<file path="src/tmmd_regs.svh">
// Offsets, field positions, codes and reset values of the test message decoder
`ifndef TMMD_REGS_SVH
`define TMMD_REGS_SVH
// Summary of operation
// [RULE1] After a multi-slot loop opens, send acknowledgement type 00100011 upstream.
// [RULE2] Recognise type 00001100 from the simulator as link activation command.
// [RULE3] On accepting link activation, reply with message type 00001101.
// [RULE4] Type 00010000 deactivates the test link; no reply is sent.
// [RULE5] Selection message is type 00010100 plus one octet; low three bits.
// [RULE6] Codes 000 none, 001 downlink, 010 uplink, 100 acoustic path tested.
// [RULE7] Other tested-device codes are reserved and give no test function.
// [RULE8] Simulator times loop close to acknowledgement, about 2.5 seconds; the model's limit is SUP_LIMIT, 100 clock cycles.
// [RULE9] The test link is half duplex: one side transmits at a time.
// [RULE10] Simulator exchanges test frames only when a test step needs them.
// [RULE11] Messages with a nonzero skip indicator are discarded without action.
// [RULE12] Each new test function selection replaces the previous one.
// [RULE13] Hold latest selection until replaced or link deactivated; ignore unknowns.

// Register byte offsets
`define TMMD_OFS_CTRL 12'h000
`define TMMD_OFS_STATUS 12'h004
`define TMMD_OFS_COUNT 12'h008
`define TMMD_OFS_LAST 12'h00c

// Control register fields and reset value
`define TMMD_CTRL_EN_BIT 0
`define TMMD_CTRL_CLR_BIT 1
`define TMMD_CTRL_EN_RESET 1'b1

// Status register fields
`define TMMD_STAT_LINK_BIT 0
`define TMMD_STAT_DEV_LSB 1
`define TMMD_STAT_DEV_MSB 3
`define TMMD_STAT_BUSY_BIT 4
`define TMMD_STAT_ACTP_BIT 5
`define TMMD_STAT_LOOPP_BIT 6

// Counter width; counters sit in 8-bit lanes of the count register
`define TMMD_CNT_W 8
`define TMMD_LAST_VALID_BIT 8

// Message type octets
`define TMMD_MT_LOOP_OPEN_ACK 8'h23
`define TMMD_MT_LINK_ACT_CMD 8'h0c
`define TMMD_MT_LINK_ACT_REPLY 8'h0d
`define TMMD_MT_LINK_DEACT_CMD 8'h10
`define TMMD_MT_TEST_IF 8'h14

// Header octet: skip indicator in the upper nibble
`define TMMD_SKIP_MSB 7
`define TMMD_SKIP_LSB 4
`define TMMD_SKIP_OK 4'h0
`define TMMD_PD_DEFAULT 4'hf

// Tested-device field and codes
`define TMMD_DEV_MSB 2
`define TMMD_DEV_LSB 0
`define TMMD_DEV_NONE 3'h0
`define TMMD_DEV_DL 3'h1
`define TMMD_DEV_UL 3'h2
`define TMMD_DEV_ACOUSTIC 3'h4

`endif

</file>
<file path="src/tmmd_pkg.sv">
// Types and shared decode function of the test message decoder
`default_nettype none
`include "tmmd_regs.svh"
package tmmd_pkg;
   // Receive parser position within a message
   typedef enum logic [1:0] {P_HDR, P_TYPE, P_ARG, P_REST} tmmd_pstate_t;
   // Reply transmitter position
   typedef enum logic [1:0] {T_IDLE, T_HDR, T_TYPE} tmmd_tstate_t;

   // True for the four defined tested-device codes
   function automatic logic dev_valid(input logic [2:0] code); // [RULE7]
      return (code == `TMMD_DEV_NONE) || (code == `TMMD_DEV_DL) ||
         (code == `TMMD_DEV_UL) || (code == `TMMD_DEV_ACOUSTIC);
   endfunction : dev_valid
endpackage : tmmd_pkg
`default_nettype wire

</file>
<file path="src/tmmd_reply_tx.sv">
// Two-octet reply sender: header octet then message type octet
`timescale 1ns/1ps
`default_nettype none
`include "tmmd_regs.svh"
module tmmd_reply_tx (
   // Clock, reset, enable
   input wire logic pclk,
   input wire logic presetn,
   input wire logic ce,
   // Reply request
   input wire logic start,
   input wire logic [7:0] msg_type,
   input wire logic [3:0] pd,
   output logic busy,
   // Octet stream toward the link
   output logic tx_valid,
   output logic [7:0] tx_data,
   output logic tx_last,
   input wire logic tx_ready
);
   tmmd_pkg::tmmd_tstate_t tst_reg;
   logic [7:0] data_reg;
   logic [7:0] type_reg;

   assign busy = (tst_reg != tmmd_pkg::T_IDLE);
   assign tx_valid = busy && ce;
   assign tx_data = data_reg;
   assign tx_last = (tst_reg == tmmd_pkg::T_TYPE);

   // Sequencing of header and type octets
   always_ff @(posedge pclk or negedge presetn) begin
      if (!presetn) begin
         tst_reg <= tmmd_pkg::T_IDLE;
         data_reg <= 8'h00;
         type_reg <= 8'h00;
      end else if (ce) begin
         unique case (tst_reg)
            tmmd_pkg::T_IDLE: begin
               if (start) begin
                  data_reg <= {`TMMD_SKIP_OK, pd};
                  type_reg <= msg_type;
                  tst_reg <= tmmd_pkg::T_HDR;
               end
            end
            tmmd_pkg::T_HDR: begin
               if (tx_ready) begin
                  data_reg <= type_reg; // [RULE3]
                  tst_reg <= tmmd_pkg::T_TYPE;
               end
            end
            tmmd_pkg::T_TYPE: begin
               if (tx_ready) begin
                  tst_reg <= tmmd_pkg::T_IDLE;
               end
            end
         endcase
      end
   end
endmodule : tmmd_reply_tx
`default_nettype wire

</file>
<file path="src/tmmd_decoder.sv">
// Test message decoder with APB registers and reply generation
//
// The implementer's own choices: the register addresses and the APB interface to the registers.
`timescale 1ns/1ps
`default_nettype none
`include "tmmd_regs.svh"
module tmmd_decoder #(
   parameter logic [3:0] TEST_PD = `TMMD_PD_DEFAULT
) (
   // Clock, reset, enable
   input wire logic pclk,
   input wire logic presetn,
   input wire logic ce,
   // APB slave
   input wire logic psel,
   input wire logic penable,
   input wire logic pwrite,
   input wire logic [11:0] paddr,
   input wire logic [31:0] pwdata,
   output logic [31:0] prdata,
   output logic pready,
   output logic pslverr,
   // Received message octets from the link
   input wire logic rx_valid,
   input wire logic [7:0] rx_data,
   input wire logic rx_last,
   output logic rx_ready,
   // Reply octets toward the link
   output logic tx_valid,
   output logic [7:0] tx_data,
   output logic tx_last,
   input wire logic tx_ready,
   // Loop event from the test-loop logic
   input wire logic loop_opened,
   // Current test state
   output logic link_active,
   output logic [2:0] tested_device,
   output logic test_dl_decode,
   output logic test_ul_encode,
   output logic test_acoustic
);
   localparam int CW = `TMMD_CNT_W;

   // Address decode shared by read data and error answer
   function automatic logic reg_mapped(input logic [11:0] a);
      return (a == `TMMD_OFS_CTRL) || (a == `TMMD_OFS_STATUS) ||
         (a == `TMMD_OFS_COUNT) || (a == `TMMD_OFS_LAST);
   endfunction : reg_mapped

   // Bus state
   logic acc_reg;
   logic apb_done;
   logic wr_en;
   logic ctrl_wr;
   logic [31:0] rd_data;
   logic en_reg;
   logic cnt_clr;

   // Parser state
   tmmd_pkg::tmmd_pstate_t pst_reg;
   logic skip_bad_reg;
   logic [7:0] type_reg;
   logic [7:0] arg_reg;
   logic rx_fire;
   logic msg_end;
   logic [7:0] mtype;
   logic [7:0] arg_oct;
   logic have_arg;
   logic [2:0] sel_code;

   // Command decode
   logic exec;
   logic discard;
   logic cmd_act;
   logic cmd_deact;
   logic cmd_sel;
   logic sel_ok;
   logic sel_rsv;
   logic cmd_unknown;

   // Test state and replies
   logic link_active_reg;
   logic [2:0] tested_dev_reg;
   logic [7:0] last_type_reg;
   logic last_valid_reg;
   logic act_pend_reg;
   logic loop_pend_reg;
   logic tx_start;
   logic tx_busy;
   logic [7:0] reply_type;

   // Event counters: discarded, unknown type, reserved selection
   logic [2:0] cnt_evt;
   logic [CW-1:0] cnt_reg [3];

   // APB handshake: one wait-free access phase once setup was seen
   assign pready = acc_reg && penable && ce;
   assign apb_done = psel && penable && pready;
   assign wr_en = apb_done && pwrite;
   assign pslverr = apb_done && !reg_mapped(paddr);
   assign ctrl_wr = wr_en && (paddr == `TMMD_OFS_CTRL);
   assign cnt_clr = ctrl_wr && pwdata[`TMMD_CTRL_CLR_BIT];

   // Access phase tracking
   always_ff @(posedge pclk or negedge presetn) begin
      if (!presetn) begin
         acc_reg <= 1'b0;
      end else if (ce) begin
         if (apb_done) begin
            acc_reg <= 1'b0;
         end else if (psel && !acc_reg) begin
            acc_reg <= 1'b1;
         end
      end
   end

   // Read data mux
   always_comb begin
      rd_data = 32'h0000_0000;
      unique case (paddr)
         `TMMD_OFS_CTRL: begin
            rd_data[`TMMD_CTRL_EN_BIT] = en_reg;
         end
         `TMMD_OFS_STATUS: begin
            rd_data[`TMMD_STAT_LINK_BIT] = link_active_reg;
            rd_data[`TMMD_STAT_DEV_MSB:`TMMD_STAT_DEV_LSB] = tested_dev_reg;
            rd_data[`TMMD_STAT_BUSY_BIT] = tx_busy;
            rd_data[`TMMD_STAT_ACTP_BIT] = act_pend_reg;
            rd_data[`TMMD_STAT_LOOPP_BIT] = loop_pend_reg;
         end
         `TMMD_OFS_COUNT: begin
            rd_data[CW-1:0] = cnt_reg[0];
            rd_data[CW+7:8] = cnt_reg[1];
            rd_data[CW+15:16] = cnt_reg[2];
         end
         `TMMD_OFS_LAST: begin
            rd_data[7:0] = last_type_reg;
            rd_data[`TMMD_LAST_VALID_BIT] = last_valid_reg;
         end
         default: begin
            rd_data = 32'h0000_0000;
         end
      endcase
   end

   // Read data captured in the setup cycle
   always_ff @(posedge pclk or negedge presetn) begin
      if (!presetn) begin
         prdata <= 32'h0000_0000;
      end else if (ce && psel && !acc_reg && !pwrite) begin
         prdata <= reg_mapped(paddr) ? rd_data : 32'h0000_0000;
      end
   end

   // Decoder enable
   always_ff @(posedge pclk or negedge presetn) begin
      if (!presetn) begin
         en_reg <= `TMMD_CTRL_EN_RESET;
      end else if (ce && ctrl_wr) begin
         en_reg <= pwdata[`TMMD_CTRL_EN_BIT];
      end
   end

   // Receive is refused while a reply is on the link
   assign tx_start = ce && (act_pend_reg || loop_pend_reg) && !tx_busy &&
      (pst_reg == tmmd_pkg::P_HDR);
   assign rx_ready = ce && !tx_busy && !tx_start; // [RULE9]
   assign rx_fire = rx_valid && rx_ready;

   // Current message fields, taking the octet in flight into account
   assign mtype = (pst_reg == tmmd_pkg::P_TYPE) ? rx_data : type_reg;
   assign arg_oct = (pst_reg == tmmd_pkg::P_ARG) ? rx_data : arg_reg;
   assign have_arg = (pst_reg == tmmd_pkg::P_ARG) ||
      (pst_reg == tmmd_pkg::P_REST);
   assign sel_code = arg_oct[`TMMD_DEV_MSB:`TMMD_DEV_LSB]; // [RULE5]
   assign msg_end = rx_fire && rx_last && (pst_reg != tmmd_pkg::P_HDR);

   // Message parser
   always_ff @(posedge pclk or negedge presetn) begin
      if (!presetn) begin
         pst_reg <= tmmd_pkg::P_HDR;
         skip_bad_reg <= 1'b0;
         type_reg <= 8'h00;
         arg_reg <= 8'h00;
      end else if (rx_fire) begin
         unique case (pst_reg)
            tmmd_pkg::P_HDR: begin
               skip_bad_reg <= (rx_data[`TMMD_SKIP_MSB:`TMMD_SKIP_LSB] !=
                  `TMMD_SKIP_OK); // [RULE11]
               if (!rx_last) begin
                  pst_reg <= tmmd_pkg::P_TYPE;
               end
            end
            tmmd_pkg::P_TYPE: begin
               type_reg <= rx_data;
               pst_reg <= rx_last ? tmmd_pkg::P_HDR : tmmd_pkg::P_ARG;
            end
            tmmd_pkg::P_ARG: begin
               arg_reg <= rx_data;
               pst_reg <= rx_last ? tmmd_pkg::P_HDR : tmmd_pkg::P_REST;
            end
            tmmd_pkg::P_REST: begin
               if (rx_last) begin
                  pst_reg <= tmmd_pkg::P_HDR;
               end
            end
         endcase
      end
   end

   // Command decode at the last octet
   assign discard = msg_end && skip_bad_reg; // [RULE11]
   assign exec = msg_end && !skip_bad_reg && en_reg;
   assign cmd_act = exec && (mtype == `TMMD_MT_LINK_ACT_CMD); // [RULE2]
   assign cmd_deact = exec && (mtype == `TMMD_MT_LINK_DEACT_CMD); // [RULE4]
   assign cmd_sel = exec && (mtype == `TMMD_MT_TEST_IF) && have_arg; // [RULE5]
   assign sel_ok = cmd_sel && tmmd_pkg::dev_valid(sel_code); // [RULE7]
   assign sel_rsv = cmd_sel && !tmmd_pkg::dev_valid(sel_code);
   assign cmd_unknown = exec && !cmd_act && !cmd_deact && !cmd_sel; // [RULE13]
   assign cnt_evt = {sel_rsv, cmd_unknown, discard};

   // Link activity state
   always_ff @(posedge pclk or negedge presetn) begin
      if (!presetn) begin
         link_active_reg <= 1'b0;
      end else if (cmd_deact) begin
         link_active_reg <= 1'b0; // [RULE4]
      end else if (cmd_act) begin
         link_active_reg <= 1'b1; // [RULE2]
      end
   end

   // Selected tested device
   always_ff @(posedge pclk or negedge presetn) begin
      if (!presetn) begin
         tested_dev_reg <= `TMMD_DEV_NONE;
      end else if (cmd_deact) begin
         tested_dev_reg <= `TMMD_DEV_NONE; // [RULE13]
      end else if (sel_ok) begin
         tested_dev_reg <= sel_code; // [RULE12]
      end
   end

   // Last executed message type
   always_ff @(posedge pclk or negedge presetn) begin
      if (!presetn) begin
         last_type_reg <= 8'h00;
         last_valid_reg <= 1'b0;
      end else if (exec) begin
         last_type_reg <= mtype;
         last_valid_reg <= 1'b1;
      end
   end

   // Reply requests; a new request beats the clear of the same cycle
   always_ff @(posedge pclk or negedge presetn) begin
      if (!presetn) begin
         act_pend_reg <= 1'b0;
      end else if (cmd_act) begin
         act_pend_reg <= 1'b1; // [RULE3]
      end else if (tx_start && act_pend_reg) begin
         act_pend_reg <= 1'b0;
      end
   end

   always_ff @(posedge pclk or negedge presetn) begin
      if (!presetn) begin
         loop_pend_reg <= 1'b0;
      end else if (ce && loop_opened) begin
         loop_pend_reg <= 1'b1; // [RULE1]
      end else if (tx_start && !act_pend_reg) begin
         loop_pend_reg <= 1'b0;
      end
   end

   // Activation reply goes first
   assign reply_type = act_pend_reg ? `TMMD_MT_LINK_ACT_REPLY :
      `TMMD_MT_LOOP_OPEN_ACK; // [RULE1] [RULE3]

   // Event counters; an event in the clearing cycle still counts
   genvar g;
   generate
      for (g = 0; g < 3; g++) begin : g_cnt
         always_ff @(posedge pclk or negedge presetn) begin
            if (!presetn) begin
               cnt_reg[g] <= '0;
            end else if (ce && cnt_clr) begin
               cnt_reg[g] <= {{(CW-1){1'b0}}, cnt_evt[g]};
            end else if (cnt_evt[g]) begin
               cnt_reg[g] <= cnt_reg[g] + 1'b1;
            end
         end
      end
   endgenerate

   // Reply sender
   tmmd_reply_tx i_tmmd_reply_tx (
      .pclk(pclk),
      .presetn(presetn),
      .ce(ce),
      .start(tx_start),
      .msg_type(reply_type),
      .pd(TEST_PD),
      .busy(tx_busy),
      .tx_valid(tx_valid),
      .tx_data(tx_data),
      .tx_last(tx_last),
      .tx_ready(tx_ready)
   );

   // Test state outputs; defined codes are one-hot per path
   assign link_active = link_active_reg;
   assign tested_device = tested_dev_reg;
   assign test_dl_decode = (tested_dev_reg == `TMMD_DEV_DL); // [RULE6]
   assign test_ul_encode = (tested_dev_reg == `TMMD_DEV_UL); // [RULE6]
   assign test_acoustic = (tested_dev_reg == `TMMD_DEV_ACOUSTIC); // [RULE6]
endmodule : tmmd_decoder
`default_nettype wire

</file>
<file path="config.mk">
export PLATFORM = sky130hd
export DESIGN_NAME = tmmd_decoder
export DESIGN_NICKNAME = d
export VERILOG_FILES = /design/src/tmmd_pkg.sv /design/src/tmmd_reply_tx.sv /design/src/tmmd_decoder.sv
export VERILOG_INCLUDE_DIRS = /design/src
export SDC_FILE = /design/constraint.sdc
export NUM_CORES = 1
export LEC_CHECK = 0
export ABC_CLOCK_PERIOD_IN_PS = 7440
export BUFFER_PORTS_ARGS = -buffer_cell sky130_fd_sc_hd__buf_2
export CAP_MARGIN = 20
export CORE_ASPECT_RATIO = 2
export CORE_UTILIZATION = 45
export CTS_BUF_LIST = sky130_fd_sc_hd__clkbuf_8
export DETAILED_ROUTE_END_ITERATION = 10
export PLACE_DENSITY_LB_ADDON = 0.3
export SYNTH_ARGS = -nofsm -noshare
export SYNTH_HDL_FRONTEND = slang
export SYNTH_SLANG_ARGS = --single-unit
</file>
<file path="constraint.sdc">
create_clock -name pclk -period 7.44 [get_ports pclk]
set_clock_uncertainty 0.2 [all_clocks]
set_input_delay 1.116 -clock pclk [delete_from_list [all_inputs] [get_ports pclk]]
set_output_delay 1.116 -clock pclk [all_outputs]
set_load 0.005 [all_outputs]
</file>
Word-level counts from Yosys, hierarchy flattened
Cells that the tools add are included.
Widths: inputs -> output; s select.
{ "word_totals": {"out_inout_bits": 52, "register_bits": 105, "inputBits": 62, "word_cells": 159} }
{ "classes": {"eq_ne": 22, "addsub": 3, "reduce_logical": 79, "muxes": 36} }
{ "op_table": {"columns": ["cell", "n"], "rows": [
  ["$mux 8", 9],
  ["$logic_and 1x1->1", 38],
  ["$add 8x1->8 const B", 3],
  ["$eq 12x4->1 const B", 2],
  ["$mux 24", 1],
  ["$reduce_bool 2->1", 11],
  ["$pmux 6 s3", 1],
  ["$eq 8x5->1 const B", 2],
  ["$pmux 8 s2", 1],
  ["$mux 15", 1],
  ["$mux 2", 7],
  ["$eq 12x3->1 const B", 1],
  ["$logic_not 12->1", 1],
  ["$logic_not 1->1", 11],
  ["$mux 3", 3],
  ["$eq 8x4->1 const B", 1],
  ["$logic_or 1x1->1", 8],
  ["$mux 1", 8],
  ["$ne 2x2->1 const B", 4],
  ["$pmux 2 s4", 1],
  ["$reduce_and 4->1", 2],
  ["$eq 2x2->1 const B", 3],
  ["$eq 3x1->1 const B", 2],
  ["$eq 3x2->1 const B", 2],
  ["12 further kinds", 17]
]} }

Depth between registers and ports, before layout
Gate-level depths: netlist of the first run.
{ "logic_depth": {"ltp_word": 18, "depth_mapped": 8, "ltp_nobuf": 7} }

Hierarchy
A second synthesis of the first run with hierarchy kept.
{ "hier_totals": {"hier_cells": 462, "area_unflattened_um2": 4958.5} }
{ "modules_own_cells": {"columns": ["mod", "n_inst", "seq_area_each_um2", "cells_each", "area_per_inst_um2"], "rows": [
  ["tmmd_decoder", 1, 1978.1, 398, 4078.9],
  ["tmmd_reply_tx", 1, 450.4, 64, 879.6]
]} }

Least setup slack after synthesis of the first run
OpenSTA, ideal clock, no wires.
{ "synth_timing": {"path_type": "input to output", "start": "input paddr[7]", "end": "output pslverr", "path_slack_ns": 3.965, "path_stages": 3, "path_buffers": 0, "required_time_ns": 6.124, "arrival_ns": 2.159, "path_cell_list": "or4_1 > nor4_2 > nor2_1"} }
{ "synth_via": {"elab_chain_len": 6, "word_cells_on_any_way": 9, "classes_between": "3 x eq/ne; 6 x reduce/logical"} }
{ "synth_lines": {"columns": ["item", "line_no", "rtl"], "rows": [
  ["from (decl)", "tmmd_decoder.sv:18", "input wire logic [11:0] paddr,"],
  ["$eq 12x3->1 / $logic_not 12->1 (equally long branches)", null, null],
  ["$logic_or 1x1->1 (2 in a row)", "tmmd_decoder.sv:46", "return (a == `TMMD_OFS_CTRL) || (a == `TMMD_OFS_STATUS) ||"],
  ["$logic_or 1x1->1 *", "tmmd_decoder.sv:46", null],
  ["$logic_not 1->1 *", "tmmd_decoder.sv:100", "assign pslverr = apb_done && !reg_mapped(paddr);"],
  ["$logic_and 1x1->1 *", "tmmd_decoder.sv:100", null],
  ["to (decl)", "tmmd_decoder.sv:22", "output logic pslverr,"]
]} }
Mark *: on every way between the ends. The rest lies on a longest branch, timed or not.

Worst setup path after layout of the first run
Ends and elaborated chain as after synthesis.

==> results.cfg, run 1 <==
[setup_path]
cp_slowest_cell = or4_1
required_ns = 6.12
crit_path_start_kind = input pin
cp_slowest_stage_delay_ns = 0.53
cpLargestDelayFamily = simple AND/OR/NAND/NOR gates
crit_type = input pin to output port
crit_buf_inv = 2
crit_path_frequent_cell = buf_2
crit_chain = buf_2 > or4_1 > nor4_2 > nor2_1 > buf_2
cp-end-kind = output port
crit_fanout = 7
critPathArrivalTime_ns = 2.48

[synthesis]
avgSynthCellArea_um2 = 10.35
ys_warn_count = 0
synth_edf_count = 0
ys_types = 58
ys_seq_area_share_pct = 50.11
syn_area_um2 = 4397
synth_ff_type = dfrtp_1
synthDominantCellAreaShare_pct = 49.52
synth.largest_area_cell = dfrtp_1
ys_seq_elements = 88
yosys-top-cells-area = dfrtp_1 (50%), mux2_2 (4.9%), mux2i_1 (4.1%)
synthCells = 425
async_flop_share_pct = 100.0

[power]
power_leakage_nw = 2.451
ir_drop_uv = 169.9
power_density_nw_per_um2 = 262.4
fin_total_pwr_mw = 1.329

[detailed_routing]
drt_first_pass_iters = 4
wire_per_inst_um = 15.49
via_count = 3389
routed_wl_um = 9698
drt_iter0_markers = 239
drc = 0
antenna_left = 0
vias_per_cell = 5.414

[floorplan]
die_x_um = 71.90
core_area_um2 = 9447
io_pins = 114
fp-row-count = 50
die_area_um2 = 10190
initial_core_util_pct = 46.54
fp.dieH_um = 141.8

[global_routing]
grtUsageMet2_pct = 38.53
gr-usage-all-layers_pct = 20.30
busiest_layer = met2
antenna_found_initial = 0
grt_max_degree = 50
met3_usage_pct = 4.119
grtUsageMet1_pct = 20.98
grt_pass1_vias = 3295
grt_first_pass_wirelength_um = 15760
grt_overflow_total = 0

[min_path]
hold_class = register to register

[placed_design]
placedCellCount = 610
placed_area_um2 = 4811
place_hpwl_um = 7407
gp_congestion = 0.7971
post-place-ws_ns = 3.647
port_buffers = 72

[clock_network]
clock_sinks = 88
htreeDepth = 3
cts_resized = 0
postCtsSetupBuffers = 0
cts.hold.buffers_added = 0
cts-root-buf = clkbuf_8
clkTransAtPathRegs_ns = 0.08
cts_inserted_buffers = 9
clock_latency_ns = 0.36
cts_buffer_depth = 2
cts_tree = yes

[sta]
rsz0062_at_grt = no
finalCritPeriodShare_pct = 51.06
fin_setup_tns_ns = 0
setup_viol = 0
finalHoldViolCount = 0
layout_setup_ws_ns = 3.641
holdWs_ns = 0.2765
fmax_ghz = 0.2633
period_minus_slack_ns = 3.799
worst-slew-pin-transition_ns = 0.8205
final_max_slew_viol_count = 0
max_slew_margin_pct = 45.30

[layout]
final_common_cell = dfrtp_1
diodes = 0
finalCoreUtilization_pct = 53.62
final_area_um2 = 5065
syn_to_final_growth_pct = 15.20
nets = 559
fin_cells = 626
drive_gt1_share_pct = 24.40
layout_common_cells = dfrtp_1 (87), buf_2 (71), nand2_1 (46)

[run_status]
outcome = finished clean

[flow_run]
max-cap-violations = 0
[cells in the mapped netlist, types with 2 or more instances]
master	count
dfrtp_1	87
nand2_1	46
nor2_1	27
o21ai_0	22
a21oi_1	20
mux2_2	19
mux2i_1	18
a22o_1	15
nand3_1	15
buf_4	13
nand2b_1	11
clkbuf_1	10
inv_1	9
a31oi_1	8
nand4_1	8
and3_1	7
or3_1	7
a22oi_1	6
buf_2	6
ha_1	6
xor2_1	6
nor3_1	4
a2111o_1	3
a311oi_1	3
nor3b_1	3
nor4_1	3
or4_1	3
xnor2_1	3
a211oi_1	2
a21boi_0	2
maj3_1	2
nand3b_1	2
nor2b_1	2
o22a_1	2
o31ai_1	2
[routing by layer]
metal | share of wire (%) | wire [µm]
met5 | 0 | 0
met4 | 1.9 | 185
met1 | 37 | 3626
met3 | 3.8 | 371
met2 | 57 | 5514
[cells by family after synthesis]
kind of cell / synth area share (%)
AOI/OAI and AO/OA: 14.03
xor gates and xnor gates: 1.793
adders and majority gates: 2.163
buffers and inverters: 4.781
DFF: 50.11
muxes: 9.476
other: 0.08529
and+or+nand+nor: 17.56
[worst register-to-register path, delay by kind of cell, from the launching register on]
family | cells | cell delay [ns]
flip-flops | 1 | 0.41
AND/OR/NAND/NOR | 3 | 1.11
adder cells (fa/ha/maj) | 1 | 0.30
AO/OA/AOI/OAI | 2 | 0.76
buffers and inverters | 1 | 0.10
[power by group]
part           internal (mW)  switching (mW)
Combinational          0.131           0.195
Clock                  0.241           0.166
Sequential             0.538          0.0582
Total                  0.910           0.419
[path summary, 6_finish.rpt]
path / from / to / slack (ns) / depth (start not counted)
worst max register to register: i_tmmd_reply_tx.tst_reg[1] / cnt_reg[7] / 4.50 / 7
worst min register to register: last_valid_reg / last_valid_reg / 0.28 / 1
worst max-delay path: paddr[7] / pslverr / 3.64 / 5
min in group asynchronous: presetn / cnt_reg[6] / 0.52 / 1
max in group asynchronous: presetn / tested_device[1] / 5.51 / 2
worst min-delay path: last_valid_reg / last_valid_reg / 0.28 / 1
[area by class of cell]
class / instances / area [µm²]
repair buffers: 75 / 385.4
fillers: 855 / 4382
flip-flops and latches: 88 / 2203
inverters: 9 / 33.78
clock buffers: 11 / 151.4
clock inverters: 5 / 102.6
multi-input cells: 308 / 2026
well taps: 130 / 162.7
Note: power is estimated with default switching activity, not from simulation.
==> inputs of run 2 (changes only) <==
--- a/config.mk
+++ b/config.mk
@@ -6,7 +6,7 @@
 export SDC_FILE = /design/constraint.sdc
 export NUM_CORES = 1
 export LEC_CHECK = 0
-export ABC_CLOCK_PERIOD_IN_PS = 7440
+export ABC_CLOCK_PERIOD_IN_PS = 3800
 export BUFFER_PORTS_ARGS = -buffer_cell sky130_fd_sc_hd__buf_2
 export CAP_MARGIN = 20
 export CORE_ASPECT_RATIO = 2
==> constraint.sdc (replaced) <==
create_clock -name pclk -period 3.8 [get_ports pclk]
set_clock_uncertainty 0.2 [all_clocks]
set_input_delay 0.57 -clock pclk [delete_from_list [all_inputs] [get_ports pclk]]
set_output_delay 0.57 -clock pclk [all_outputs]
set_load 0.005 [all_outputs]
==> run 2 against run 1 <==
Against the previous run:
- sequential share of layout area rose by 0.30 points
- first-iteration DRC count fell by 15%
- flip-flop and latch count did not move
- clock power rose by 67%
- highest routed layer unchanged
- sequential power rose by 96%
- non-clock buffer count rose by 2
- largest cell class unchanged
- combinational power rose by 97%
==> results.cfg, run 2 (synthesis results as in run 1) <==
[global_routing]
gr-usage-all-layers_pct = 20.11
grt_overflow_total = 0
antenna_found_initial = 0
grt_first_pass_wirelength_um = 15700
grt_max_degree = 38
grt_pass1_vias = 3246

[sta]
finalHoldViolCount = 0
fmax_ghz = 0.3364
max_slew_margin_pct = 45.75
setup_viol = 0
worst-slew-pin-transition_ns = 0.8138
fin_setup_tns_ns = 0
final_max_slew_viol_count = 0
rsz0062_at_grt = no
period_minus_slack_ns = 2.973
finalCritPeriodShare_pct = 78.23

[power]
seq_power_share_pct = 47.1
p_int_mw = 1.672
combPwrFrac_pct = 25.7
pwr-share-clk_pct = 27.2
switchingPower_mw = 0.8234
power_leakage_nw = 2.446
power_density_nw_per_um2 = 496.1
swShare_pct = 33.00
ir_drop_uv = 224.6

[min_path]
hold_class = input pin to register
hold_depth = 3

[clock_network]
clkTransAtPathRegs_ns = 0.08
cts_tree = yes
cts_buffer_depth = 2
cts_resized = 0
clock_latency_ns = 0.36
cts-root-buf = clkbuf_8
clock_sinks = 88
cts_inserted_buffers = 9
htreeDepth = 3

[detailed_routing]
vias_per_cell = 5.434
drc = 0
routed_wl_um = 9759
wire_per_inst_um = 15.56
drt_iter0_markers = 203
via_count = 3407
drt_first_pass_iters = 4
antenna_left = 0

[setup_path]
crit_chain = inv_1 > ha_1 > nand3_2 > or3_4 > a2111o_1 > or4_1 > a21oi_1
critPathArrivalTime_ns = 3.06
crit_path_start_kind = register
cp_slowest_stage_delay_ns = 0.59
rr_worst_depth = 7
crit_type = register to register
required_ns = 3.89
cp-end-kind = register
cp_slowest_cell = a2111o_1
crit_fanout = 14

[layout]
diodes = 0
layout_common_cells = dfrtp_1 (87), buf_2 (71), nand2_1 (46)
drive_gt1_share_pct = 23.94
finalCoreUtilization_pct = 53.25
final_common_cell = dfrtp_1
nets = 561
syn_to_final_growth_pct = 14.40

[flow_run]
max-cap-violations = 0

[placed_design]
place_hpwl_um = 7443
gp_congestion = 0.7849
port_buffers = 72

[floorplan]
die_area_um2 = 10190
initial_core_util_pct = 46.54
io_pins = 114
die_x_um = 71.90
fp-row-count = 50
fp.dieH_um = 141.8
core_area_um2 = 9447

[run_status]
outcome = finished clean
run 2: metal layers:
metal | global-route usage (%) | part of all wire (%)
met1 | 21.01 | 38
met2 | 37.74 | 56
met4 | 9.494 | 2.8
met3 | 3.551 | 3.0
met5 | 0 | 0
run 2: critical path: cells and delay by family (launching register included):
kind            cells  cell delay, ns
simple gates        3            1.12
buf+inv             1            0.10
flops               1            0.42
compound gates      2            0.74
fa+ha+maj           1            0.30
run 2: layout make-up:
cell class,count,area (µm²)
multi-input cells,308,2026
well taps,130,162.7
fillers,871,4417
inverters,9,33.78
repair buffers,77,402.9
flip-flops and latches,88,2203
clock inverters,6,77.57
clock buffers,9,123.9
run 2: power groups by stage:
| stage | clock network [mW] | logic [mW] | registers, mW |
|---|---|---|---|
| 6_report | 0.679 | 0.642 | 1.17 |
| 5_1_grt | 0.730 | 0.719 | 1.19 |
| 4_1_cts | 0.691 | 0.647 | 1.17 |
| 3_5_place_dp | 0 | 0.642 | 1.19 |
| 3_3_place_gp | 0 | 0.621 | 1.18 |
| 2_1_floorplan | 0 | 0.487 | 1.15 |
run 2: timing repair:
item / 4_1_cts / 5_1_grt
hold endpoints to repair: 23 / 0
buffers inserted: 0 / 0
hold buffers: 1 / 0
run 2: path summary, 6_finish.rpt:
kind,from,endpoint,slack (ns)
worst max-delay path,i_tmmd_reply_tx.tst_reg[1],cnt_reg[7],0.83
worst min-delay path,loop_opened,loop_pend_reg,0.22
worst max register to register,i_tmmd_reply_tx.tst_reg[1],cnt_reg[7],0.83
worst min register to register,last_valid_reg,last_valid_reg,0.26
max in group asynchronous,presetn,en_reg,2.15
min in group asynchronous,presetn,cnt_reg[5],0.43
run 2: metrics by stage:
| step | instances | worst slack, ns | power (mW) | area (µm²) | hold slack, ns |
|---|---|---|---|---|---|
| detailed placement | 611 | 0.7680 | 1.829 | 4818 | 0.2570 |
| global placement | 611 | 0.8018 | 1.801 | 4818 | 0.2515 |
| CTS | 627 | 0.8297 | 2.507 | 5030 | 0.2032 |
| finish | 627 | 0.8272 | 2.495 | 5030 | 0.2206 |
| floorplan | 435 | 1.231 | 1.636 | 4434 | 0.07441 |
| global route | 627 | 0.6924 | 2.635 | 5030 | 0.2190 |
==> inputs of run 3 (changes only) <==
--- a/config.mk
+++ b/config.mk
@@ -6,7 +6,7 @@
 export SDC_FILE = /design/constraint.sdc
 export NUM_CORES = 1
 export LEC_CHECK = 0
-export ABC_CLOCK_PERIOD_IN_PS = 3800
+export ABC_CLOCK_PERIOD_IN_PS = 2470
 export BUFFER_PORTS_ARGS = -buffer_cell sky130_fd_sc_hd__buf_2
 export CAP_MARGIN = 20
 export CORE_ASPECT_RATIO = 2
==> constraint.sdc (replaced) <==
create_clock -name pclk -period 2.47 [get_ports pclk]
set_clock_uncertainty 0.2 [all_clocks]
set_input_delay 0.3705 -clock pclk [delete_from_list [all_inputs] [get_ports pclk]]
set_output_delay 0.3705 -clock pclk [all_outputs]
set_load 0.005 [all_outputs]
==> run 3 against run 2 <==
Against the previous run:
- critical path depth is 2 lower
- cell area is 6.3% higher
- first-iteration DRC count is 35% higher
- combinational power is 82% higher
- hold slack worse by 0.19 ns
- sequential share of layout area is 2.6 points lower
- utilization is 3.4 points higher
- cell count is 4.1% higher
- global-route usage is 1.8 points higher
- total power is 72% higher
==> results.cfg, run 3 (synthesis results as in run 1) <==
[setup_path]
cp_slowest_cell = a2111o_2
crit_fanout = 9
rrSetupSlack_ns = 0.08
r2r-start = pst_reg[1]
critPathArrivalTime_ns = 2.50
critical_path.endpoint = cnt_reg[7]
rr_worst_depth = 5
cp-end-kind = register
worstReg2RegEnd = cnt_reg[7]
crit_type = register to register
crit_chain = nand2b_1 > nand3_1 > a2111o_2 > or4_1 > a21oi_1
critPathLaunch = pst_reg[1]
required_ns = 2.57
crit_path_start_kind = register
cp_slowest_stage_delay_ns = 0.60

[detailed_routing]
antenna_left = 0
vias_per_cell = 5.496
drt_iter0_markers = 274
routed_wl_um = 10640
drc = 0
wire_per_inst_um = 16.29
via_count = 3589
drt_first_pass_iters = 4

[layout]
final_area_um2 = 5348
syn_to_final_growth_pct = 21.63
final_common_cell = dfrtp_1
drive_gt1_share_pct = 28.87
nets = 586
layout_common_cells = dfrtp_1 (86), buf_2 (71), nand2_1 (46)
diodes = 0
nFillCells = 825

[floorplan]
core_area_um2 = 9447
initial_core_util_pct = 46.54
io_pins = 114
fp.dieH_um = 141.8
die_x_um = 71.90
die_area_um2 = 10190
fp-row-count = 50

[power]
power_leakage_nw = 2.593
power_density_nw_per_um2 = 802.4
ir_drop_uv = 408.8

[sta]
setup_viol = 0
holdWs_ns = 0.02970
final_max_slew_viol_count = 0
finalCritPeriodShare_pct = 96.96
fin_setup_tns_ns = 0
worst-slew-pin-transition_ns = 0.5814
max_slew_margin_pct = 60.13
finalHoldViolCount = 0
fmax_ghz = 0.4176
period_minus_slack_ns = 2.395
rsz0062_at_grt = no
layout_setup_ws_ns = 0.07515

[placed_design]
gp_congestion = 0.8077
place_hpwl_um = 7662
port_buffers = 72
post-place-ws_ns = -0.04186
placed_area_um2 = 5011

[global_routing]
grtUsageMet2_pct = 40.02
grt_pass1_vias = 3522
gr-usage-all-layers_pct = 21.94
met3_usage_pct = 4.545
busiest_layer = met2
grt_first_pass_wirelength_um = 17010
grt_max_degree = 55
grt_overflow_total = 0
antenna_found_initial = 0
grtUsageMet1_pct = 22.72

[clock_network]
clock_sinks = 88
cts-root-buf = clkbuf_8
cts_inserted_buffers = 9
clkTransAtPathRegs_ns = 0.09
clock_latency_ns = 0.37
cts_buffer_depth = 2
htreeDepth = 3
cts_tree = yes

[flow_run]
max-cap-violations = 0

[run_status]
outcome = finished clean

[min_path]
hold_class = input pin to register
hold_start = rx_last
-- run 3: cell types whose count changed in the layout (fill, tap and decap cells not counted), sizes merged --
cell	previous run	this run
bufinv	2	4
a2111o	3	4
inv	11	9
buf	76	99
dlygate4sd3	1	2
clkbuf	9	10
-- run 3: cell type report --
class                      instances  area, µm²  area share (%)
sequential                        88       2205           41.23
multi-input combinational        309       2056           38.44
timing repair buffer             101      623.1           11.65
tap                              130      162.7           3.042
clock inverter                     6      130.1           2.433
clock buffer                      10      137.6           2.574
inverter                           9      33.78          0.6317
-- run 3: per-layer routing --
| metal | wire length, µm | share of wire, % |
|---|---|---|
| met3 | 403 | 3.8 |
| met1 | 3974 | 37 |
| met4 | 452 | 4.2 |
| met2 | 5807 | 55 |
| met5 | 0 | 0 |
-- run 3: through the flow --
| stage | cells | util, % | power, mW |
|---|---|---|---|
| final | 653 | 56.61 | 4.291 |
| after global routing | 653 | 56.61 | 4.509 |
| after CTS | 653 | 56.56 | 4.302 |
| after detailed placement | 630 | 53.05 | 2.919 |
| after global placement | 630 | 53.05 | 2.875 |
| after floorplan | 435 | - | 2.539 |
-- run 3: worst max-delay path: cells and delay by family, from the launching register on --
| kind | cells | cell delay, ns |
|---|---|---|
| and+or+nand+nor | 3 | 0.84 |
| DFF | 1 | 0.54 |
| AOI/OAI and AO/OA | 2 | 0.75 |
-- run 3: worst min-delay path by stage --
stage,end,slack [ns],depth (start not counted)
after floorplan,acc_reg,-0.13,0
after global placement,cnt_reg[6],0.15,1
after detailed placement,cnt_reg[6],0.16,1
after CTS,pst_reg[0],0.009,2
after global routing,pst_reg[0],0.02,2
final,pst_reg[0],0.03,2
-- run 3: report_power, final --
part           total, mW  switching (mW)  internal [mW]
registers           1.80           0.181           1.62
clock network       1.32           0.517          0.798
logic               1.17           0.670          0.502
total               4.29            1.37           2.92
-- run 3: timing repair --
item / 4_1_cts / 5_1_grt
endpoints found under the setup margin: 5 / 3
buffers inserted: 4 / 0
hold buffers: 2 / 0
cloned: 1 / 0
resized for setup: 3 / 1
hold endpoints to repair: 35 / 0
pin swaps: 2 / 1
